File: src/common/swcfg_pkg.sv
// constants shared by the switch setup / transmit level device end and its host end
// assumes one 50 MHz clock shared by both ends
package swcfg_pkg;
  // ----------------------------------------------------------------
  // link widths
  // ----------------------------------------------------------------
  localparam int ADDR_W = 8;
  localparam int DATA_W = 16;
  localparam int NPORT = 2;

  // ----------------------------------------------------------------
  // device register addresses
  // ----------------------------------------------------------------
  localparam logic [7:0] A_IRQ_SRC = 8'h00;
  localparam logic [7:0] A_IRQ_PIN = 8'h01;
  localparam logic [7:0] A_SETUP_A = 8'h02;
  localparam logic [7:0] A_SETUP_B = 8'h03;
  localparam logic [7:0] A_PORT_BASE = 8'h10;
  localparam logic [7:0] A_PORT_STRIDE = 8'h10;
  localparam logic [3:0] O_PMA_STAT = 4'h0;
  localparam logic [3:0] O_ADV_UPPER = 4'h1;
  localparam logic [3:0] O_AN_CTRL = 4'h2;

  // ----------------------------------------------------------------
  // device fields and reset values
  // ----------------------------------------------------------------
  localparam int B_SETUP_DONE = 0;
  localparam int B_CHUNK_LO = 1;
  localparam int B_CUT_THRU = 3;
  localparam int B_SOFT_RST = 15;
  localparam int B_P1_TO_P2 = 0;
  localparam int B_P2_TO_P1 = 1;
  localparam int B_P1_TO_HOST = 2;
  localparam int B_P2_TO_HOST = 3;
  localparam int B_HV_FLAG = 11;
  localparam int B_ADV_ABL = 12;
  localparam int B_ADV_REQ = 13;
  localparam int B_AN_EN = 12;
  localparam logic [15:0] RST_IRQ_MASK = 16'hffff;
  localparam logic [15:0] RST_SETUP_A = 16'h0000;
  localparam logic [15:0] RST_SETUP_B = 16'h0000;
  localparam logic [2:0] STRAP_SETTLE = 3'h3;

  // ----------------------------------------------------------------
  // host APB map
  // ----------------------------------------------------------------
  localparam logic [7:0] H_CMD = 8'h00;
  localparam logic [7:0] H_WDATA = 8'h04;
  localparam logic [7:0] H_RDATA = 8'h08;
  localparam logic [7:0] H_STATUS = 8'h0c;
  localparam int B_CMD_WR = 8;
  localparam int B_CMD_GO = 9;
  localparam int B_ST_BUSY = 0;
  localparam int B_ST_DONE = 1;

  typedef enum logic [0:0] {
    H_IDLE = 1'b0,
    H_BUSY = 1'b1
  } host_state_t;
endpackage : swcfg_pkg

File: src/common/swcfg_link.sv
// register access link between the host end and the device end
// assumes both ends share one clock; the bench joins them
`timescale 1ns/1ps
interface swcfg_link;
  logic req;
  logic we;
  logic [7:0] addr;
  logic [15:0] wdata;
  logic ack;
  logic [15:0] rdata;
  modport dev (input req, input we, input addr, input wdata, output ack, output rdata);
  modport host (output req, output we, output addr, output wdata, input ack, input rdata);
endinterface : swcfg_link

File: src/hw/swcfg_device.sv
// device end: switch setup registers and per-port transmit level advertisement
// assumes the host holds req until ack; straps are asynchronous pins
`timescale 1ns/1ps
module swcfg_device (
  // clock and reset
  input wire logic CLK,
  input wire logic RESET_N,
  input wire logic CE,
  // link to host
  swcfg_link.dev LINK,
  // strap pins, active low high-level enable
  input wire logic [1:0] TX_LEVEL_STRAP_N,
  // link partner advertisement from negotiation logic
  input wire logic [1:0] LP_ABL,
  input wire logic [1:0] LP_REQ,
  input wire logic [1:0] AN_DONE,
  // switch configuration outputs
  output logic SETUP_DONE,
  output logic [1:0] CHUNK_SIZE,
  output logic CUT_THROUGH,
  output logic PORT1_UNKNOWN_TO_PORT2_EN,
  output logic PORT2_UNKNOWN_TO_PORT1_EN,
  output logic PORT1_UNKNOWN_TO_HOST_EN,
  output logic PORT2_UNKNOWN_TO_HOST_EN,
  output logic [15:0] IRQ_SOURCE_MASK,
  output logic [15:0] IRQ_PIN_MASK,
  // per-port advertisement and result
  output logic [1:0] HV_TX_ABILITY,
  output logic [1:0] ADV_HV_ABILITY,
  output logic [1:0] ADV_HV_REQUEST,
  output logic [1:0] AN_ENABLE,
  output logic [1:0] TX_LEVEL_HIGH
);
  // ----------------------------------------------------------------
  // strap synchroniser and latch
  // ----------------------------------------------------------------
  logic [1:0] strap_meta_reg, strap_sync_reg;
  logic [2:0] settle_reg, settle_next;
  logic [1:0] hv_tx_ability_flag, hv_flag_next;
  logic soft_rst_reg, soft_rst_next;

  always_ff @(posedge CLK or negedge RESET_N) begin
    if (!RESET_N) begin
      strap_meta_reg <= 2'h0;
      strap_sync_reg <= 2'h0;
    end else if (CE) begin
      strap_meta_reg <= TX_LEVEL_STRAP_N;
      strap_sync_reg <= strap_meta_reg;
    end
  end

  // the flag stays 0 until the synchroniser has filled, so a stale
  // reset value can never grant the high level
  always_comb begin
    settle_next = settle_reg;
    hv_flag_next = hv_tx_ability_flag;
    if (soft_rst_reg) begin
      settle_next = swcfg_pkg::STRAP_SETTLE;
      hv_flag_next = 2'h0;
    end else if (settle_reg != 3'h0) begin
      settle_next = settle_reg - 3'h1;
      if (settle_reg == 3'h1) begin
        hv_flag_next = ~strap_sync_reg;
      end
    end
  end

  always_ff @(posedge CLK or negedge RESET_N) begin
    if (!RESET_N) begin
      settle_reg <= swcfg_pkg::STRAP_SETTLE;
      hv_tx_ability_flag <= 2'h0;
    end else if (CE) begin
      settle_reg <= settle_next;
      hv_tx_ability_flag <= hv_flag_next;
    end
  end

  // ----------------------------------------------------------------
  // register file
  // ----------------------------------------------------------------
  logic [15:0] irq_source_mask_reg, irq_source_mask_next;
  logic [15:0] irq_pin_mask_reg, irq_pin_mask_next;
  logic [15:0] switch_setup_reg_a, switch_setup_a_next;
  logic [15:0] switch_setup_reg_b, switch_setup_b_next;
  logic [1:0] adv_hv_ability_bit, adv_abl_next;
  logic [1:0] adv_hv_request_bit, adv_req_next;
  logic [1:0] an_en_reg, an_en_next;
  logic ack_reg, ack_next;
  logic [15:0] rdata_reg, rdata_next;
  logic take;
  logic [3:0] port_idx;
  logic [3:0] port_off;

  assign take = LINK.req && !ack_reg;
  assign port_idx = LINK.addr[7:4];
  assign port_off = LINK.addr[3:0];

  always_comb begin
    irq_source_mask_next = irq_source_mask_reg;
    irq_pin_mask_next = irq_pin_mask_reg;
    switch_setup_a_next = switch_setup_reg_a;
    switch_setup_b_next = switch_setup_reg_b;
    adv_abl_next = adv_hv_ability_bit;
    adv_req_next = adv_hv_request_bit;
    an_en_next = an_en_reg;
    soft_rst_next = 1'b0;
    ack_next = take;
    rdata_next = rdata_reg;
    // an ability flag that drops to 0 later also drops what was advertised
    adv_abl_next = adv_abl_next & hv_tx_ability_flag;
    adv_req_next = adv_req_next & hv_tx_ability_flag;
    if (take) begin
      rdata_next = 16'h0000;
      if (LINK.we) begin
        case (LINK.addr)
          swcfg_pkg::A_IRQ_SRC: irq_source_mask_next = LINK.wdata;
          swcfg_pkg::A_IRQ_PIN: irq_pin_mask_next = LINK.wdata;
          swcfg_pkg::A_SETUP_A: begin
            switch_setup_a_next = LINK.wdata;
            switch_setup_a_next[swcfg_pkg::B_SOFT_RST] = 1'b0;
            soft_rst_next = LINK.wdata[swcfg_pkg::B_SOFT_RST];
          end
          swcfg_pkg::A_SETUP_B: switch_setup_b_next = LINK.wdata;
          default: begin
          end
        endcase
      end else begin
        case (LINK.addr)
          swcfg_pkg::A_IRQ_SRC: rdata_next = irq_source_mask_reg;
          swcfg_pkg::A_IRQ_PIN: rdata_next = irq_pin_mask_reg;
          swcfg_pkg::A_SETUP_A: rdata_next = switch_setup_reg_a;
          swcfg_pkg::A_SETUP_B: rdata_next = switch_setup_reg_b;
          default: begin
          end
        endcase
      end
      for (int p = 0; p < swcfg_pkg::NPORT; p++) begin
        if (port_idx == 4'(p + 1)) begin
          if (LINK.we) begin
            if (port_off == swcfg_pkg::O_ADV_UPPER) begin
              // writes that would enable the high level are dropped on a port whose ability flag is 0
              adv_abl_next[p] = LINK.wdata[swcfg_pkg::B_ADV_ABL]
                                & hv_tx_ability_flag[p];
              adv_req_next[p] = LINK.wdata[swcfg_pkg::B_ADV_REQ]
                                & hv_tx_ability_flag[p];
            end else if (port_off == swcfg_pkg::O_AN_CTRL) begin
              an_en_next[p] = LINK.wdata[swcfg_pkg::B_AN_EN];
            end
          end else begin
            // the ability flag has no register write path; only RESET_N or a soft reset clears it and relatches it from the strap
            if (port_off == swcfg_pkg::O_PMA_STAT) begin
              rdata_next[swcfg_pkg::B_HV_FLAG] = hv_tx_ability_flag[p];
            end else if (port_off == swcfg_pkg::O_ADV_UPPER) begin
              rdata_next[swcfg_pkg::B_ADV_ABL] = adv_hv_ability_bit[p];
              rdata_next[swcfg_pkg::B_ADV_REQ] = adv_hv_request_bit[p];
            end else if (port_off == swcfg_pkg::O_AN_CTRL) begin
              rdata_next[swcfg_pkg::B_AN_EN] = an_en_reg[p];
            end
          end
        end
      end
    end
    if (soft_rst_reg) begin
      irq_source_mask_next = swcfg_pkg::RST_IRQ_MASK;
      irq_pin_mask_next = swcfg_pkg::RST_IRQ_MASK;
      switch_setup_a_next = swcfg_pkg::RST_SETUP_A;
      switch_setup_b_next = swcfg_pkg::RST_SETUP_B;
      adv_abl_next = 2'h0;
      adv_req_next = 2'h0;
      an_en_next = '1;
    end
  end

  always_ff @(posedge CLK or negedge RESET_N) begin
    if (!RESET_N) begin
      irq_source_mask_reg <= swcfg_pkg::RST_IRQ_MASK;
      irq_pin_mask_reg <= swcfg_pkg::RST_IRQ_MASK;
      switch_setup_reg_a <= swcfg_pkg::RST_SETUP_A;
      switch_setup_reg_b <= swcfg_pkg::RST_SETUP_B;
      adv_hv_ability_bit <= 2'h0;
      adv_hv_request_bit <= 2'h0;
      an_en_reg <= '1;
      soft_rst_reg <= 1'b0;
      ack_reg <= 1'b0;
      rdata_reg <= 16'h0000;
    end else if (CE) begin
      irq_source_mask_reg <= irq_source_mask_next;
      irq_pin_mask_reg <= irq_pin_mask_next;
      switch_setup_reg_a <= switch_setup_a_next;
      switch_setup_reg_b <= switch_setup_b_next;
      adv_hv_ability_bit <= adv_abl_next;
      adv_hv_request_bit <= adv_req_next;
      an_en_reg <= an_en_next;
      soft_rst_reg <= soft_rst_next;
      ack_reg <= ack_next;
      rdata_reg <= rdata_next;
    end
  end

  // ----------------------------------------------------------------
  // negotiated transmit level
  // ----------------------------------------------------------------
  logic [1:0] level_reg, level_next;

  // high level only when both sides are able and one of them asks
  always_comb begin
    level_next = level_reg;
    for (int p = 0; p < swcfg_pkg::NPORT; p++) begin
      if (!an_en_reg[p] || !adv_hv_ability_bit[p]) begin
        level_next[p] = 1'b0;
      end else if (AN_DONE[p]) begin
        level_next[p] = LP_ABL[p] & (adv_hv_request_bit[p] | LP_REQ[p]);
      end
    end
  end

  always_ff @(posedge CLK or negedge RESET_N) begin
    if (!RESET_N) begin
      level_reg <= 2'h0;
    end else if (CE) begin
      level_reg <= level_next;
    end
  end

  // ----------------------------------------------------------------
  // outputs
  // ----------------------------------------------------------------
  assign LINK.ack = ack_reg;
  assign LINK.rdata = rdata_reg;
  assign SETUP_DONE = switch_setup_reg_a[swcfg_pkg::B_SETUP_DONE];
  assign CHUNK_SIZE = switch_setup_reg_a[swcfg_pkg::B_CHUNK_LO +: 2];
  assign CUT_THROUGH = switch_setup_reg_a[swcfg_pkg::B_CUT_THRU];
  assign PORT1_UNKNOWN_TO_PORT2_EN = switch_setup_reg_b[swcfg_pkg::B_P1_TO_P2];
  assign PORT2_UNKNOWN_TO_PORT1_EN = switch_setup_reg_b[swcfg_pkg::B_P2_TO_P1];
  assign PORT1_UNKNOWN_TO_HOST_EN = switch_setup_reg_b[swcfg_pkg::B_P1_TO_HOST];
  assign PORT2_UNKNOWN_TO_HOST_EN = switch_setup_reg_b[swcfg_pkg::B_P2_TO_HOST];
  assign IRQ_SOURCE_MASK = irq_source_mask_reg;
  assign IRQ_PIN_MASK = irq_pin_mask_reg;
  assign HV_TX_ABILITY = hv_tx_ability_flag;
  assign ADV_HV_ABILITY = adv_hv_ability_bit;
  assign ADV_HV_REQUEST = adv_hv_request_bit;
  assign AN_ENABLE = an_en_reg;
  assign TX_LEVEL_HIGH = level_reg;
endmodule : swcfg_device

File: src/flat_wrapper.sv
// flat-port wrapper written by rule: the top's interface ports become plain ports
module swcfg_device_flat 
  (CLK, RESET_N, CE, TX_LEVEL_STRAP_N, LP_ABL, LP_REQ, AN_DONE, SETUP_DONE, CHUNK_SIZE, CUT_THROUGH, PORT1_UNKNOWN_TO_PORT2_EN, PORT2_UNKNOWN_TO_PORT1_EN, PORT1_UNKNOWN_TO_HOST_EN, PORT2_UNKNOWN_TO_HOST_EN, IRQ_SOURCE_MASK, IRQ_PIN_MASK, HV_TX_ABILITY, ADV_HV_ABILITY, ADV_HV_REQUEST, AN_ENABLE, TX_LEVEL_HIGH, LINK_req, LINK_we, LINK_addr, LINK_wdata, LINK_ack, LINK_rdata);
  swcfg_link LINK_i ();
  input wire logic CLK;
  input wire logic RESET_N;
  input wire logic CE;
  input wire logic [1:0] TX_LEVEL_STRAP_N;
  input wire logic [1:0] LP_ABL;
  input wire logic [1:0] LP_REQ;
  input wire logic [1:0] AN_DONE;
  output logic SETUP_DONE;
  output logic [1:0] CHUNK_SIZE;
  output logic CUT_THROUGH;
  output logic PORT1_UNKNOWN_TO_PORT2_EN;
  output logic PORT2_UNKNOWN_TO_PORT1_EN;
  output logic PORT1_UNKNOWN_TO_HOST_EN;
  output logic PORT2_UNKNOWN_TO_HOST_EN;
  output logic [15:0] IRQ_SOURCE_MASK;
  output logic [15:0] IRQ_PIN_MASK;
  output logic [1:0] HV_TX_ABILITY;
  output logic [1:0] ADV_HV_ABILITY;
  output logic [1:0] ADV_HV_REQUEST;
  output logic [1:0] AN_ENABLE;
  output logic [1:0] TX_LEVEL_HIGH;
  input wire logic [$bits(LINK_i.req)-1:0] LINK_req;
  input wire logic [$bits(LINK_i.we)-1:0] LINK_we;
  input wire logic [$bits(LINK_i.addr)-1:0] LINK_addr;
  input wire logic [$bits(LINK_i.wdata)-1:0] LINK_wdata;
  output wire logic [$bits(LINK_i.ack)-1:0] LINK_ack;
  output wire logic [$bits(LINK_i.rdata)-1:0] LINK_rdata;
  assign LINK_i.req = LINK_req;
  assign LINK_i.we = LINK_we;
  assign LINK_i.addr = LINK_addr;
  assign LINK_i.wdata = LINK_wdata;
  assign LINK_ack = LINK_i.ack;
  assign LINK_rdata = LINK_i.rdata;
  swcfg_device u_core (.CLK(CLK), .RESET_N(RESET_N), .CE(CE), .LINK(LINK_i), .TX_LEVEL_STRAP_N(TX_LEVEL_STRAP_N), .LP_ABL(LP_ABL), .LP_REQ(LP_REQ), .AN_DONE(AN_DONE), .SETUP_DONE(SETUP_DONE), .CHUNK_SIZE(CHUNK_SIZE), .CUT_THROUGH(CUT_THROUGH), .PORT1_UNKNOWN_TO_PORT2_EN(PORT1_UNKNOWN_TO_PORT2_EN), .PORT2_UNKNOWN_TO_PORT1_EN(PORT2_UNKNOWN_TO_PORT1_EN), .PORT1_UNKNOWN_TO_HOST_EN(PORT1_UNKNOWN_TO_HOST_EN), .PORT2_UNKNOWN_TO_HOST_EN(PORT2_UNKNOWN_TO_HOST_EN), .IRQ_SOURCE_MASK(IRQ_SOURCE_MASK), .IRQ_PIN_MASK(IRQ_PIN_MASK), .HV_TX_ABILITY(HV_TX_ABILITY), .ADV_HV_ABILITY(ADV_HV_ABILITY), .ADV_HV_REQUEST(ADV_HV_REQUEST), .AN_ENABLE(AN_ENABLE), .TX_LEVEL_HIGH(TX_LEVEL_HIGH));
endmodule
File: config.mk
export PLATFORM = sky130hd
export DESIGN_NAME = swcfg_device_flat
export DESIGN_NICKNAME = d
export VERILOG_FILES = /design/src/common/swcfg_pkg.sv /design/src/common/swcfg_link.sv /design/src/hw/swcfg_device.sv /design/src/flat_wrapper.sv
export SDC_FILE = /design/constraint.sdc
export NUM_CORES = 1
export LEC_CHECK = 0
export ABC_AREA = 1
export BUFFER_PORTS_ARGS = -buffer_cell sky130_fd_sc_hd__buf_2
export CAP_MARGIN = 25
export CELL_PAD_IN_SITES_DETAIL_PLACEMENT = 1
export CELL_PAD_IN_SITES_GLOBAL_PLACEMENT = 1
export CORE_MARGIN = 5
export CORE_UTILIZATION = 43
export CTS_CLUSTER_DIAMETER = 200
export DETAILED_ROUTE_END_ITERATION = 10
export MAX_ROUTING_LAYER = met4
export PLACE_DENSITY = 0.88
export SLEW_MARGIN = 15
export SYNTH_ARGS = -nofsm -noshare
export SYNTH_HDL_FRONTEND = slang
export SYNTH_SLANG_ARGS = --single-unit
export TNS_END_PERCENT = 20
File: constraint.sdc
create_clock -name CLK -period 4.15 [get_ports CLK]
set_clock_uncertainty 0.2 [all_clocks]
set_input_delay 0.2075 -clock CLK [delete_from_list [all_inputs] [get_ports CLK]]
set_output_delay 0.2075 -clock CLK [all_outputs]
set_load 0.01 [all_outputs]
==> load_flow_metrics.sql, run 1 <==
INSERT INTO impl_metrics (metric_group, metric, value, unit) VALUES
('synthesis', 'avgSynthCellArea', '7.642', 'sq um'),
('clock_tree', 'clk_root_buffer_cell', 'clkbuf_16', ''),
('synthesis', 'post_synth_edffs', '0', ''),
('worst_setup_path', 'setup.worst_path.start_class', 'register', ''),
('routing', 'drtPass1Iterations', '4', ''),
('sta', 'rsz0062_at_grt', 'no', ''),
('clock_tree', 'post_cts_buffers', '0', ''),
('clock_tree', 'number_of_instances_resized_during_post_cts_repair', '0', ''),
('sta', 'final_hold_viol_count', '0', ''),
('routing', 'route.antenna.remaining_nets', '0', ''),
('layout', 'finish.net_count', '791', ''),
('clock_tree', 'tritoncts.num_buffers', '9', ''),
('global_routing', 'grt_remaining_overflow', '0', ''),
('die', 'num_io_pins', '104', ''),
('synthesis', 'yosysMostFrequentCell', 'nand2_1', ''),
('global_routing', 'grt_antenna_before_repair', '0', ''),
('layout', 'final_layout_size_suffix_gt1_share', '24.07', '%'),
('clock_tree', 'clkSinkCount', '98', ''),
('clock_tree', 'cts_tree', 'done', ''),
('worst_setup_path', 'worst_setup_path_class', 'register to register', ''),
('worst_setup_path', 'crit_path_capture_type', 'register', ''),
('place', 'place.gp.congestion', '0.8622', ''),
('sta', 'fin_hold_ws', '0.007834', 'ns'),
('synthesis', 'post_synth_instance_area', '4952', 'sq um'),
('layout', 'stdcell_count', '899', ''),
('die', 'initial_util', '43.56', '%'),
('place', 'post-place-ws', '1.541', 'ns'),
('worst_setup_path', 'arrival', '2.67', 'ns'),
('routing', 'wire_per_inst', '17.97', 'um'),
('worst_setup_path', 'critical_path.reg2reg.startpoint', 'u_core.LINK.ack$_DFFE_PN0P_', ''),
('clock_tree', 'clockBufferDepth', '2', ''),
('layout', 'area_growth_syn_to_layout', '20.46', '%'),
('layout', 'num-fill-cells', '1433', ''),
('synthesis', 'yosys.area.top_type_share', '31.33', '%'),
('place', 'portBuffers', '103', ''),
('synthesis', 'yosys.cell_types.count', '31', ''),
('run_status', 'result_of_the_run', 'complete, no violations', ''),
('routing', 'dr.first_iter.drc_count', '308', ''),
('pwr', 'leakagePower', '3.259', 'nW'),
('synthesis', 'ys_warn_count', '0', ''),
('min_path', 'hold_path.class', 'input pin to register', ''),
('synthesis', 'ys_dominant_reg_cell', 'dfrtp_1', ''),
('synthesis', 'post_synth_most_frequent_cells', '282 x nand2_1, 62 x dfrtp_1, 62 x o21ai_0', ''),
('die', 'placement_rows', '39', ''),
('min_path', 'whs_path_depth', '5', ''),
('pwr', 'power.ir.vdd_worst', '0.2160', 'mV'),
('pwr', 'pwr_density_cell', '386.2', 'nW/um^2'),
('sta', 'timing.final.setup_violations', '0', ''),
('sta', 'report.final.slew_viol_count', '0', ''),
('routing', 'routed-via-count', '4795', ''),
('routing', 'vias_cell', '5.334', ''),
('synthesis', 'register_bit_total_from_synthesis', '98', ''),
('flow_run', 'max_cap_violations', '0', ''),
('worst_setup_path', 'crit_start', 'u_core.LINK.ack$_DFFE_PN0P_', ''),
('synthesis', 'synth_nets', '688', ''),
('sta', 'layout_min_cycle_time', '2.603', 'ns'),
('min_path', 'worst_hold_startpoint', 'LINK_wdata[5]', ''),
('worst_setup_path', 'required', '4.22', 'ns'),
('clock_tree', 'clk_latency', '0.34', 'ns'),
('routing', 'drcViolationCount', '0', ''),
('die', 'floorplan.die.height', '117.3', 'um'),
('synthesis', 'synth_top_area_cell', 'dfrtp_1', ''),
('global_routing', 'grt_start_max_net_pins', '79', ''),
('sta', 'setup-tns-final', '0', 'ns'),
('clock_tree', 'cts-htree-levels', '3', ''),
('worst_setup_path', 'reg2regPathDepth', '8', ''),
('synthesis', 'post_synth_inst_count', '648', ''),
('die', 'dieWidth', '117.3', 'um'),
('synthesis', 'seq_area_frac_synth', '50.43', '%'),
('sta', 'timing.final.ws_setup', '1.547', 'ns'),
('sta', 'timing.max_slew.rel_slack', '30.85', '%');
-- area by class of cell --
cell class	instances	area [sq um]	area share, %
timing repair buffer	119	693.2	11.62
clock inverter	3	46.29	0.7760
multi-input combinational	463	2062	34.56
clock buffer	13	260.3	4.362
sequential	98	2497	41.86
tap	143	178.9	2.999
inverter	60	227.7	3.817
-- per-layer routing --
layer / share of wire, % / up-vias / GRT usage (%)
met2: 50 / 142 / 39.89
met5: 0 / - / -
met3: 4.8 / 34 / 2.936
li1: - / 2241 / -
met4: 3.0 / 0 / 10.73
met1: 42 / 2378 / 29.79
-- per-stage QoR --
step,utilization (%),area [sq um]
finish,52.47,5966
global placement,48.43,5507
CTS,52.10,5923
global route,52.47,5966
floorplan,-,4952
detailed placement,48.43,5507
-- where the power goes --
group          switching [mW]  internal (mW)
combinational           0.196          0.114
sequential             0.0622           1.06
clock                   0.368          0.504
-- worst paths after layout --
check	endpoint	slack [ns]
setup / recovery	u_core.IRQ_SOURCE_MASK[13]$_DFFE_PN1P_	1.55
hold / removal	u_core.IRQ_SOURCE_MASK[5]$_DFFE_PN1P_	0.008
setup reg to reg	u_core.IRQ_SOURCE_MASK[13]$_DFFE_PN1P_	1.55
hold reg to reg	u_core.HV_TX_ABILITY[0]$_DFFE_PN0P_	0.27
max in group asynchronous	u_core.settle_reg[1]$_DFFE_PN1P_	2.68
min in group asynchronous	u_core.strap_meta_reg[0]$_DFFE_PN0P_	0.10
-- layout by cell type, fill, tap and decap left out, drive strengths merged --
master	count
ha	3
clkinvlp	1
clkbuf	13
dfstp	36
bufinv	1
dfrtp	62
o22ai	1
nand4	13
nor3b	1
inv	61
nand2	284
buf	108
a21oi	13
a31oi	1
o21ai	67
or2	1
nand3	28
nor2	50
dlygate4sd3	11
nor3	1
-- logic make-up (layout without fill, tap and decap cells) --
kind of cell               count (synthesis)  in the layout  synth area share [%]
AOI/OAI and AO/OA                         82             82                 8.868
DFF                                       98             98                 50.43
and+or+nand+nor                          378            378                 32.01
adders and majority gates                  3              3                0.7580
buffers and inverters                     87            195                 7.933
-- critical path: stages, from the launching register on --
cell,delay [ns]
dfrtp_1,0.36
inv_1,0.06
nand2_1,0.13
nor2_4,0.06
a21oi_4,0.81
inv_2,0.13
o21ai_4,0.31
inv_4,0.24
o21ai_0,0.21
-- timing repair --
action,in CTS,in global routing
endpoints found under the hold margin,62,0
hold buffers,11,0
setup endpoints to repair,0,0
(Power assumes the default switching activity.)
==> inputs of run 2 (changes only) <==
Settings changed: CORE_UTILIZATION 43 to 36, PLACE_DENSITY 0.88 to 0.78.
Clock period 4.15 ns to 2.3 ns, I/O delays scaled along.
==> load_flow_metrics.sql, run 2 (synthesized netlist as in run 1, its figures left out) <==
INSERT INTO impl_metrics (metric_group, metric, value, unit) VALUES
('run_status', 'result_of_the_run', 'complete, no violations', ''),
('routing', 'drtPass1Iterations', '4', ''),
('pwr', 'leakagePower', '3.354', 'nW'),
('layout', 'area_growth_syn_to_layout', '24.81', '%'),
('sta', 'rsz0062_at_grt', 'no', ''),
('layout', 'stdcell_count', '954', ''),
('worst_setup_path', 'arrival', '2.13', 'ns'),
('layout', 'layout_commonest_cell', 'nand2_1', ''),
('routing', 'vias_cell', '5.034', ''),
('die', 'placement_rows', '42', ''),
('layout', 'finish.net_count', '813', ''),
('pwr', 'pwr_density_cell', '672.7', 'nW/um^2'),
('sta', 'layout_min_cycle_time', '2.102', 'ns'),
('worst_setup_path', 'setup.worst_path.start_class', 'register', ''),
('layout', 'layout_common_cells', '282 x nand2_1, 102 x buf_2, 62 x o21ai_0, 62 x dfrtp_1, 53 x inv_1', ''),
('sta', 'tightestPinTransition', '0.7493', 'ns'),
('worst_setup_path', 'worst_setup_path_class', 'register to register', ''),
('sta', 'final_hold_viol_count', '0', ''),
('die', 'initial_util', '37.10', '%'),
('die', 'num_io_pins', '104', ''),
('layout', 'diodes_inserted', '0', ''),
('clock_tree', 'path_clk_slew', '0.07', 'ns'),
('pwr', 'fin_total_pwr', '4.158', 'mW'),
('place', 'place_inst', '914', ''),
('sta', 'report.final.slew_viol_count', '0', ''),
('die', 'dieWidth', '127.3', 'um'),
('clock_tree', 'clockBufferDepth', '2', ''),
('sta', 'setup-tns-final', '0', 'ns'),
('global_routing', 'grt_first_pass_wirelength', '26.92', 'mm'),
('clock_tree', 'cts_tree', 'done', ''),
('clock_tree', 'post_cts_buffers', '0', ''),
('die', 'fp.dieArea', '16200', 'sq um'),
('routing', 'route.antenna.remaining_nets', '0', ''),
('die', 'core_region_area', '13350', 'sq um'),
('global_routing', 'via_count_of_the_first_global_routing_pass', '5104', ''),
('worst_setup_path', 'rrSetupSlack', '0.20', 'ns'),
('pwr', 'power.ir.vdd_worst', '0.3340', 'mV'),
('place', 'placement.cell_area', '5643', 'sq um'),
('worst_setup_path', 'critical_path_peak_fanout', '15', ''),
('global_routing', 'grt_use_total', '21.65', '%'),
('routing', 'routed_wl', '16.50', 'mm'),
('routing', 'wire_per_inst', '17.30', 'um'),
('worst_setup_path', 'required', '2.33', 'ns'),
('place', 'portBuffers', '103', ''),
('sta', 'final_min_period_over_clock_period', '91.39', '%'),
('clock_tree', 'clk_latency', '0.35', 'ns'),
('sta', 'timing.max_slew.rel_slack', '49.99', '%'),
('place', 'place_hpwl', '11.56', 'mm'),
('routing', 'drcViolationCount', '0', ''),
('clock_tree', 'tritoncts.num_buffers', '9', ''),
('layout', 'post-route-cell-area', '6181', 'sq um'),
('place', 'place.gp.congestion', '0.8927', ''),
('flow_run', 'max_cap_violations', '0', ''),
('sta', 'fmaxAchievable', '475.7', 'MHz'),
('layout', 'final_layout_size_suffix_gt1_share', '24.55', '%'),
('routing', 'routed-via-count', '4802', ''),
('sta', 'timing.final.setup_violations', '0', ''),
('global_routing', 'grt_antenna_before_repair', '0', ''),
('clock_tree', 'clkSinkCount', '98', ''),
('clock_tree', 'clk_root_buffer_cell', 'clkbuf_16', ''),
('worst_setup_path', 'crit_path_capture_type', 'register', ''),
('global_routing', 'grt_start_max_net_pins', '49', ''),
('global_routing', 'grt_remaining_overflow', '0', ''),
('die', 'floorplan.die.height', '127.3', 'um'),
('routing', 'dr.first_iter.drc_count', '317', ''),
('min_path', 'hold_path.class', 'input pin to register', ''),
('clock_tree', 'cts-htree-levels', '3', '');
==> run 2: area by class of cell <==
| type | count | area (sq um) |
|---|---|---|
| multi-input combinational | 463 | 2062 |
| inverter | 60 | 227.7 |
| timing repair buffer | 141 | 875.8 |
| clock inverter | 4 | 51.30 |
| sequential | 98 | 2497 |
| fill | 1694 | 7167 |
| clock buffer | 12 | 246.5 |
| tap | 176 | 220.2 |
==> run 2: worst paths after layout <==
kind	start	endpoint	cells past startpoint
setup / recovery	u_core.soft_rst_reg$_DFFE_PN0P_	u_core.soft_rst_reg$_DFFE_PN0P_	4
hold / removal	LINK_wdata[13]	u_core.ADV_HV_REQUEST[0]$_DFFE_PN0P_	5
setup reg to reg	u_core.soft_rst_reg$_DFFE_PN0P_	u_core.soft_rst_reg$_DFFE_PN0P_	4
hold reg to reg	u_core.strap_sync_reg[0]$_DFFE_PN0P_	u_core.HV_TX_ABILITY[0]$_DFFE_PN0P_	1
max in group asynchronous	RESET_N	u_core.IRQ_PIN_MASK[13]$_DFFE_PN1P_	3
min in group asynchronous	RESET_N	u_core.switch_setup_reg_a[8]$_DFFE_PN0P_	2
==> run 2: layer usage <==
layer	GRT usage, %	routed length [um]
met1	26.35	6811
met2	37.23	8479
met3	2.462	919
met4	7.760	291
met5	-	0
==> run 2: worst max-delay path: stages (launching register included) <==
cell           delay, ns
dfrtp_1             0.49
inv_1               0.30
buf_4               0.31
o22ai_1             0.12
dlygate4sd3_1       0.56
==> run 2: through the flow <==
step	utilization [%]	hold WS (ns)	setup WS (ns)
floorplan	-	-0.3806	0.6232
global placement	42.28	-0.06114	0.1980
detailed placement	42.28	-0.05703	0.2243
CTS	46.31	0.002883	0.1954
global route	46.31	0.05570	0.03464
finish	46.31	0.01221	0.1980
==> run 2: power breakdown <==
group          internal [mW]  leakage, nW  switching, mW  total (mW)
combinational          0.222         2.05          0.362       0.584
sequential              1.91         1.16          0.113        2.03
clock                  0.875        0.143          0.674        1.55
total                   3.01         3.35           1.15        4.16
==> run 2: repair_timing <==
action                    4_1_cts  5_1_grt
gates resized for setup         0        0
hold buffers                   24        0
hold endpoints to repair      121        0
